**src/shared/bidir_flag_pkg.sv**
```systemverilog
// Shared constants and types for the bidirectional queue flag logic
package bidir_flag_pkg;

	// Queue depth options
	localparam int DEPTH_SMALL  = 16384;
	localparam int DEPTH_MEDIUM = 32768;
	localparam int DEPTH_LARGE  = 65536;

	// Data word width and fill counter width
	localparam int WORD_W = 36;
	localparam int CNT_W  = 17;

	// Staging buffer depth in front of the queue 1 memory port
	localparam int STAGE_DEPTH = 32;

	// Clock period and skew limits in ns
	localparam int CLK_PERIOD_NS         = 10;
	localparam int FIRST_SKEW_LIMIT_NS   = 5;
	localparam int SECOND_SKEW_LIMIT_NS  = 7;

	// Skew limits in core cycles, rounded up, at least one
	localparam int FIRST_SKEW_CYC_RAW  =
		(FIRST_SKEW_LIMIT_NS + CLK_PERIOD_NS - 1) / CLK_PERIOD_NS;
	localparam int SECOND_SKEW_CYC_RAW =
		(SECOND_SKEW_LIMIT_NS + CLK_PERIOD_NS - 1) / CLK_PERIOD_NS;
	localparam logic [7:0] FIRST_SKEW_CYC  =
		8'(FIRST_SKEW_CYC_RAW < 1 ? 1 : FIRST_SKEW_CYC_RAW);
	localparam logic [7:0] SECOND_SKEW_CYC =
		8'(SECOND_SKEW_CYC_RAW < 1 ? 1 : SECOND_SKEW_CYC_RAW);

	// Port operation decode levels
	localparam logic A_DIR_WRITE = 1'b1;
	localparam logic B_DIR_READ  = 1'b1;

	// Flag reset values
	localparam logic FULL_RST   = 1'b1;
	localparam logic READY_RST  = 1'b0;
	localparam logic AEMPTY_RST = 1'b0;
	localparam logic AFULL_RST  = 1'b1;

	// Control pins of one port
	typedef struct packed {
		logic chip_select_n;
		logic direction;
		logic mail_select;
		logic enable;
	} port_ctl_t;

	// Flag outputs of one port
	typedef struct packed {
		logic full_flag;
		logic input_ready;
		logic almost_empty;
		logic almost_full;
	} port_flags_t;

endpackage : bidir_flag_pkg

```
**src/bidir_fifo_flag_sync.sv**
```systemverilog
// Flag synchronization for two opposite queues, with a staging buffer
// Summary of operation
// - In fall-through mode port A input-ready rises on the next A edge after a B read frees queue 1, one A edge later inside the first skew limit.
// - In standard mode port A full flag rises on the next A edge after a B read frees queue 1, one A edge later inside the first skew limit.
// - In fall-through mode port B input-ready rises on the next B edge after an A read frees queue 2, one B edge later inside the first skew limit.
// - In standard mode port B full flag rises on the next B edge after an A read frees queue 2, one B edge later inside the first skew limit.
// - Port B almost-empty rises on the next B edge after an A write lifts queue 1 above its offset, one B edge later inside the second skew limit.
// - Port A almost-empty rises on an A edge after a B write lifts queue 2 from its offset to one more, one A edge later inside the second skew limit.
// - Port A almost-full rises on an A edge after a B read lowers queue 1, one A edge later inside the second skew limit.
// - Port B almost-full rises on a B edge after an A read lowers queue 2, one B edge later inside the second skew limit.
// - Queue depth is one of three sizes; the full and almost-full thresholds are taken against it, the almost-empty ones against zero.
// - After a read the almost-full flag needs two edges of its own port clock to show the new fill.
`timescale 1ns/1ps

// Parameterised buffer with registered output stage
module stage_fifo #(
	parameter int WIDTH = 36,
	parameter int DEPTH = 32
) (
	input  wire logic             i_core_clk,
	input  wire logic             i_rstn,
	input  wire logic             i_ce,
	input  wire logic             i_in_valid,
	input  wire logic [WIDTH-1:0] i_in_data,
	output logic                  o_in_ready,
	output logic                  o_out_valid,
	output logic      [WIDTH-1:0] o_out_data,
	input  wire logic             i_out_ready
);
	localparam int AW = $clog2(DEPTH);

	typedef struct packed {
		logic [DEPTH-1:0][WIDTH-1:0] mem;
		logic [AW-1:0]               wr;
		logic [AW-1:0]               rd;
		logic [AW:0]                 cnt;
		logic                        ov;
		logic [WIDTH-1:0]            od;
	} fifo_st_t;

	fifo_st_t st_q;
	fifo_st_t st_d;
	logic     push;
	logic     pop;

	// Handshakes on both sides
	assign o_in_ready  = (st_q.cnt != (AW+1)'(DEPTH));
	assign push        = i_in_valid && o_in_ready;
	assign pop         = (st_q.cnt != '0) && (!st_q.ov || i_out_ready);
	assign o_out_valid = st_q.ov;
	assign o_out_data  = st_q.od;

	// Next state: store, move into output stage, count
	always_comb begin
		st_d = st_q;
		if (push) begin
			st_d.mem[st_q.wr] = i_in_data;
			st_d.wr = (st_q.wr == AW'(DEPTH - 1)) ? '0 : st_q.wr + 1'b1;
		end
		if (pop) begin
			st_d.od = st_q.mem[st_q.rd];
			st_d.ov = 1'b1;
			st_d.rd = (st_q.rd == AW'(DEPTH - 1)) ? '0 : st_q.rd + 1'b1;
		end else if (i_out_ready) begin
			st_d.ov = 1'b0;
		end
		st_d.cnt = st_q.cnt + (AW+1)'(push) - (AW+1)'(pop);
	end

	// State register, frozen while clock enable is low
	always_ff @(posedge i_core_clk or negedge i_rstn) begin
		if (!i_rstn) begin
			st_q <= '0;
		end else if (i_ce) begin
			st_q <= st_d;
		end
	end
endmodule : stage_fifo

// Flag logic for both ports
module bidir_fifo_flag_sync #(
	parameter int DEPTH = bidir_flag_pkg::DEPTH_LARGE
) (
	input  wire logic                              i_core_clk,
	input  wire logic                              i_rstn,
	input  wire logic                              i_ce,
	input  wire logic                              i_port_a_clock,
	input  wire logic                              i_port_b_clock,
	input  wire bidir_flag_pkg::port_ctl_t         i_a_ctl,
	input  wire bidir_flag_pkg::port_ctl_t         i_b_ctl,
	input  wire logic                              i_fall_through_select,
	input  wire logic [bidir_flag_pkg::WORD_W-1:0] i_a_data,
	input  wire logic [bidir_flag_pkg::CNT_W-1:0]  i_q1_empty_offset,
	input  wire logic [bidir_flag_pkg::CNT_W-1:0]  i_q1_full_offset,
	input  wire logic [bidir_flag_pkg::CNT_W-1:0]  i_queue2_empty_offset,
	input  wire logic [bidir_flag_pkg::CNT_W-1:0]  i_q2_full_offset,
	output bidir_flag_pkg::port_flags_t            o_a_flags,
	output bidir_flag_pkg::port_flags_t            o_b_flags,
	output logic                                   o_q1_mem_valid,
	output logic      [bidir_flag_pkg::WORD_W-1:0] o_q1_mem_data,
	input  wire logic                              i_q1_mem_ready
);
	localparam int CW = bidir_flag_pkg::CNT_W;
	localparam logic [CW-1:0] DEPTH_C = CW'(DEPTH);

	typedef struct packed {
		logic                 port_a_clock;
		logic                 port_b_clock;
		logic [7:0]           since_a;
		logic [7:0]           since_b;
		logic [CW-1:0]        q1_wr;
		logic [CW-1:0]        q1_rd;
		logic [CW-1:0]        q2_wr;
		logic [CW-1:0]        q2_rd;
		logic [CW-1:0]        q1_wr_prev;
		logic [CW-1:0]        q1_rd_prev;
		logic [CW-1:0]        q2_wr_prev;
		logic [CW-1:0]        q2_rd_prev;
		logic [CW-1:0]        a_q1_rd_seen;
		logic [CW-1:0]        b_q2_rd_seen;
		bidir_flag_pkg::port_flags_t a_fl;
		bidir_flag_pkg::port_flags_t b_fl;
	} top_st_t;

	top_st_t st_q;
	top_st_t st_d;
	logic    a_edge;
	logic    b_edge;
	logic    a_sel;
	logic    b_sel;
	logic    a_wr;
	logic    a_rd;
	logic    b_wr;
	logic    b_rd;
	logic    stage_ready;

	// Latest value once the other port edge is older than the limit
	function automatic logic [CW-1:0] seen(input logic [CW-1:0] cur,
		input logic [CW-1:0] prev, input logic [7:0] since,
		input logic [7:0] lim);
		seen = (since >= lim) ? cur : prev;
	endfunction : seen

	// Words held for a pair of pointers
	function automatic logic [CW-1:0] fill(input logic [CW-1:0] wr,
		input logic [CW-1:0] rd);
		fill = wr - rd;
	endfunction : fill

	// Port clock edges and queue operations
	assign a_edge = i_port_a_clock && !st_q.port_a_clock;
	assign b_edge = i_port_b_clock && !st_q.port_b_clock;
	assign a_sel  = a_edge && !i_a_ctl.chip_select_n && i_a_ctl.enable
		&& !i_a_ctl.mail_select;
	assign b_sel  = b_edge && !i_b_ctl.chip_select_n && i_b_ctl.enable
		&& !i_b_ctl.mail_select;
	assign a_wr = a_sel && (i_a_ctl.direction == bidir_flag_pkg::A_DIR_WRITE)
		&& st_q.a_fl.full_flag && stage_ready;
	assign a_rd = a_sel && (i_a_ctl.direction != bidir_flag_pkg::A_DIR_WRITE)
		&& (st_q.q2_wr != st_q.q2_rd);
	assign b_rd = b_sel && (i_b_ctl.direction == bidir_flag_pkg::B_DIR_READ)
		&& (st_q.q1_wr != st_q.q1_rd);
	assign b_wr = b_sel && (i_b_ctl.direction != bidir_flag_pkg::B_DIR_READ)
		&& st_q.b_fl.full_flag;

	// Words written at port A pass through the staging buffer
	stage_fifo #(
		.WIDTH (bidir_flag_pkg::WORD_W),
		.DEPTH (bidir_flag_pkg::STAGE_DEPTH)
	) u_stage (
		.i_core_clk  (i_core_clk),
		.i_rstn      (i_rstn),
		.i_ce        (i_ce),
		.i_in_valid  (a_wr),
		.i_in_data   (i_a_data),
		.o_in_ready  (stage_ready),
		.o_out_valid (o_q1_mem_valid),
		.o_out_data  (o_q1_mem_data),
		.i_out_ready (i_q1_mem_ready)
	);

	assign o_a_flags = st_q.a_fl;
	assign o_b_flags = st_q.b_fl;

	// Pointer, edge age and flag updates
	always_comb begin
		logic [CW-1:0] v;
		logic          room;
		v = '0;
		room = 1'b0;
		st_d = st_q;
		st_d.port_a_clock = i_port_a_clock;
		st_d.port_b_clock = i_port_b_clock;
		st_d.since_a = (st_q.since_a == 8'hFF) ? 8'hFF : st_q.since_a + 8'h01;
		st_d.since_b = (st_q.since_b == 8'hFF) ? 8'hFF : st_q.since_b + 8'h01;
		if (a_edge) begin
			st_d.since_a = 8'h01;
			st_d.q1_wr_prev = st_q.q1_wr;
			st_d.q2_rd_prev = st_q.q2_rd;
		end
		if (b_edge) begin
			st_d.since_b = 8'h01;
			st_d.q1_rd_prev = st_q.q1_rd;
			st_d.q2_wr_prev = st_q.q2_wr;
		end
		if (a_wr) st_d.q1_wr = st_q.q1_wr + 1'b1;
		if (a_rd) st_d.q2_rd = st_q.q2_rd + 1'b1;
		if (b_rd) st_d.q1_rd = st_q.q1_rd + 1'b1;
		if (b_wr) st_d.q2_wr = st_q.q2_wr + 1'b1;
		// Port A flags, taken on port A edges only
		if (a_edge) begin
			v = seen(st_q.q1_rd, st_q.q1_rd_prev, st_q.since_b,
				bidir_flag_pkg::FIRST_SKEW_CYC);
			room = fill(st_d.q1_wr, v) < DEPTH_C;
			st_d.a_fl.full_flag   = room;
			st_d.a_fl.input_ready = room && i_fall_through_select;
			v = seen(st_q.q2_wr, st_q.q2_wr_prev, st_q.since_b,
				bidir_flag_pkg::SECOND_SKEW_CYC);
			st_d.a_fl.almost_empty =
				fill(v, st_d.q2_rd) > i_queue2_empty_offset;
			st_d.a_q1_rd_seen = seen(st_q.q1_rd, st_q.q1_rd_prev,
				st_q.since_b, bidir_flag_pkg::SECOND_SKEW_CYC);
			st_d.a_fl.almost_full = fill(st_d.q1_wr, st_q.a_q1_rd_seen)
				<= DEPTH_C - (i_q1_full_offset + 1'b1);
		end
		// Port B flags, taken on port B edges only
		if (b_edge) begin
			v = seen(st_q.q2_rd, st_q.q2_rd_prev, st_q.since_a,
				bidir_flag_pkg::FIRST_SKEW_CYC);
			room = fill(st_d.q2_wr, v) < DEPTH_C;
			st_d.b_fl.full_flag   = room;
			st_d.b_fl.input_ready = room && i_fall_through_select;
			v = seen(st_q.q1_wr, st_q.q1_wr_prev, st_q.since_a,
				bidir_flag_pkg::SECOND_SKEW_CYC);
			st_d.b_fl.almost_empty =
				fill(v, st_d.q1_rd) > i_q1_empty_offset;
			st_d.b_q2_rd_seen = seen(st_q.q2_rd, st_q.q2_rd_prev,
				st_q.since_a, bidir_flag_pkg::SECOND_SKEW_CYC);
			st_d.b_fl.almost_full = fill(st_d.q2_wr, st_q.b_q2_rd_seen)
				<= DEPTH_C - (i_q2_full_offset + 1'b1);
		end
	end

	// State register, frozen while clock enable is low
	always_ff @(posedge i_core_clk or negedge i_rstn) begin
		if (!i_rstn) begin
			st_q <= '0;
			st_q.since_a <= 8'hFF;
			st_q.since_b <= 8'hFF;
			st_q.a_fl <= '{bidir_flag_pkg::FULL_RST,
				bidir_flag_pkg::READY_RST,
				bidir_flag_pkg::AEMPTY_RST, bidir_flag_pkg::AFULL_RST};
			st_q.b_fl <= '{bidir_flag_pkg::FULL_RST,
				bidir_flag_pkg::READY_RST,
				bidir_flag_pkg::AEMPTY_RST, bidir_flag_pkg::AFULL_RST};
		end else if (i_ce) begin
			st_q <= st_d;
		end
	end
endmodule : bidir_fifo_flag_sync

```
**config.mk**
```make
export PLATFORM = sky130hd
export DESIGN_NAME = bidir_fifo_flag_sync
export DESIGN_NICKNAME = d
export VERILOG_FILES = /design/src/shared/bidir_flag_pkg.sv /design/src/bidir_fifo_flag_sync.sv
export SDC_FILE = /design/constraint.sdc
export NUM_CORES = 2
export LEC_CHECK = 0
export BUFFER_PORTS_ARGS = -buffer_cell sky130_fd_sc_hd__buf_2
export CAP_MARGIN = 20
export CELL_PAD_IN_SITES_DETAIL_PLACEMENT = 1
export CELL_PAD_IN_SITES_GLOBAL_PLACEMENT = 1
export CORE_MARGIN = 5
export CORE_UTILIZATION = 29
export DETAILED_ROUTE_END_ITERATION = 7
export PLACE_DENSITY = 0.56
export SYNTH_ARGS = -nofsm -noshare
export SYNTH_HDL_FRONTEND = slang
export SYNTH_SLANG_ARGS = --single-unit
```
**constraint.sdc**
```tcl
create_clock -name i_core_clk -period 4.95 [get_ports i_core_clk]
set_input_delay 0.7425 -clock i_core_clk [delete_from_list [all_inputs] [get_ports i_core_clk]]
set_output_delay 0.7425 -clock i_core_clk [all_outputs]
set_load 0.02 [all_outputs]
```
==> impl_metrics.ini <==
[run_status]
status = complete, no violations

[sta]
setup_ws_ps = 140.8
clock_skew_ps = 42.37
fin_crit_sh = 0.9716
relSlewSlack = 0.2231
rsz0062_at_grt = true
worst_pin_slew_ps = 1165
layout_min_cycle_time_ps = 4809
hold_viol = 0
drv_slew = 0
fmax_mhz = 207.9
setup_tns_ps = 0
setup_violations = 0

[place]
dpl_worst_slack_ps = -590.7
gp_congestion = 0.7866
port_buffers = 163
place_hpwl_mm = 121.0

[routing]
vias = 42132
antenna_left = 0
drt-vias-per-instance = 4.967
drt_iter0_markers = 2122
wirelength_mm = 203.6
drc = 0
first_pass_iters = 7
wl_per_cell_um = 24.00

[grt]
grt_use_total = 0.1616
first_global_vias = 46246
overflow = 0
grt_pass1_wl_mm = 307.8
grt_max_degree = 149
antenna_found_initial = 28

[floorplanning]
die-height_um = 501.5
row_count = 180
die-area_um2 = 251500
start_util = 0.2913
core_um2 = 240500
dieWidth_um = 501.5
io_pins = 164

[synthesis]
syn_avg_cell_area_um2 = 14.12
ys_types = 79
synth-async-reset-ratio = 1.000
mappedNetlistNets = 5274
synth_enable_flop_cells = 0
synth.area.top_cells = dfrtp_1 (49%), mux2_2 (20%), mux4_2 (12%), ha_1 (3.4%), xnor2_1 (2.1%)
syn_area_um2 = 70060
yosysWarnings = 0
synth_area_leader_cell = dfrtp_1
syn_inst = 4962
synth_ff_type = dfrtp_1
synth_seq_cells = 1401
netlist.area_leader.share = 0.4932
yosysSeqAreaShare = 0.5007

[clocking]
clkSlewWorstSetupHoldPaths_ps = 60
insertion_delay_ps = 800
clk_path_buf_depth = 3
numCtsBuffers = 167
htreeDepth = 4
cts_sinks = 1401
root_buffer = clkbuf_16
cts_tree = done

[pwr]
power_density_nw_per_um2 = 356.5
total_power_mw = 29.15
p_leak_nw = 39.96
vdd_drop_max_uv = 296.7

[worst_hold_path]
hp-start = i_port_b_clock
min_to = st_q[194]
holdPathStages = 2
hp-class = input pin to flip-flop

[setup_path]
crit-reg2reg-capture = o_b_flags[1]
critPathKind = flip-flop to flip-flop
cp_max_fo = 3
required_ps = 5650
cp-start-kind = flip-flop
r2r_cells = 19
arrival_ps = 5510
endpoint_kind = flip-flop
r2r_slack_ps = 140
r2r-start = st_q[157]

[job]
maxCapViolCount = 0

[cells_and_area]
nNetsFinal = 5478
drive_gt1_frac = 0.4718
fin_util = 0.3399
synthToLayoutAreaGrowth_pct = 16.68
layout by cell type (no fill, tap or decap), types with 22 or more instances in the layout:
cell type,Yosys,routed
dfrtp_1,1381,1376
mux2_2,1247,1247
mux4_2,360,360
buf_4,51,292
ha_1,188,183
nand2_1,184,179
clkbuf_16,0,168
buf_2,144,164
xnor2_1,165,154
o21ai_0,133,125
inv_1,102,100
mux2i_1,76,75
a21oi_1,74,71
nor2_1,65,62
nand4_1,59,59
xor2_1,61,56
nand3_1,46,45
clkbuf_1,218,45
a21o_1,41,41
nand2_4,0,35
clkbuf_8,0,33
and3_1,30,29
buf_12,0,28
nor2b_1,22,22
Yosys cell counts, types with 20 or more instances:
master,number
a21o_1,41
dfrtp_1,1381
xor2_1,61
nor2_1,65
ha_1,188
a21oi_1,74
dfstp_2,20
nand3_1,46
nor3_1,22
clkbuf_1,218
and3_1,30
nand4_1,59
nand2_2,34
nand2_1,184
buf_2,144
mux2_2,1247
buf_4,51
buf_1,31
inv_1,102
mux2i_1,76
nor2b_1,22
mux4_2,360
o21ai_0,133
xnor2_1,165
per-layer routing:
metal	wire (um)	global-route usage	share of wire
met5	13	0	0.000064
met1	93760	0.2210	0.46
met3	6966	0.02609	0.034
met2	98650	0.2699	0.48
met4	4199	0.03642	0.021
through the flow:
step           instance area (um2)  cells  hold slack, ps
2_1_floorplan                70100   4962           446.0
3_3_place_gp                 75700   8171           461.3
3_5_place_dp                 75700   8172           468.9
4_1_cts                      81380   8466           132.2
5_1_grt                      81740   8478           162.4
6_report                     81750   8483           213.4
flip-flops by register name, indices dropped and copies added (netlist names):
| signal | cells |
|---|---|
| st_q | 188 |
| u_stage.o_out_valid | 1 |
| u_stage.o_out_data | 36 |
| o_a_flags | 4 |
| u_stage.st_q | 1168 |
| o_b_flags | 4 |
worst max-delay path by stage:
stage | start | cells past startpoint | endpoint
after floorplan | i_a_ctl[1] | 21 | o_a_flags[1]
after global placement | i_a_ctl[1] | 22 | o_a_flags[1]
after detailed placement | i_a_ctl[1] | 20 | o_a_flags[1]
after CTS | u_stage.st_q[39] | 23 | o_a_flags[0]
after global routing | st_q[157] | 19 | o_b_flags[1]
final | st_q[157] | 19 | o_b_flags[1]
power by group:
group | internal (mW) | switching, mW
combinational | 1.90 | 2.58
sequential | 11.6 | 0.477
clock | 7.50 | 5.08
cell type report:
| cell class | instances | area (um2) |
|---|---|---|
| multi-input combinational | 3008 | 33060 |
| fill | 25169 | 158800 |
| antenna | 8 | 20.02 |
| clock inverter | 47 | 778.2 |
| clock buffer | 246 | 4827 |
| timing repair buffer | 486 | 3595 |
| tap | 3185 | 3985 |
| inverter | 102 | 382.9 |
| sequential | 1401 | 35100 |
worst max-delay path: stages (launching register included):
cell and delay (ps):
dfrtp_1 400, xnor2_2 240, nand4_1 140, nor4_2 320
a41o_1 270, xnor2_1 180, ha_2 220, inv_1 50
fa_1 380, a21o_1 220, a41oi_2 230, o21ai_2 110
a311oi_2 350, o31ai_2 140, a31oi_1 210, xnor3_1 350
ha_1 320, nand4_1 150, a211o_1 320, o21ai_0 140
repair_timing:
action | in CTS | in global routing
endpoints found under the hold margin | 53 | 0
setup buffers | 0 | 8
hold buffers | 1 | 0
setup endpoints to repair | 3 | 4
resized for setup | 11 | 67
pin swaps | 4 | 21
cell families (layout without fill, tap and decap cells):
family                     Yosys count  after routing  share of synthesized area
other                                0              8                          0
adders and majority gates          193            193                    0.03500
AOI/OAI and AO/OA                  355            355                    0.03163
xor gates and xnor gates           228            228                    0.02891
DFF                               1401           1401                     0.5007
buffers and inverters              553            881                    0.03532
muxes                             1690           1690                     0.3281
and+or+nand+nor                    542            542                    0.04027
Power figures use the tool's default switching activity.
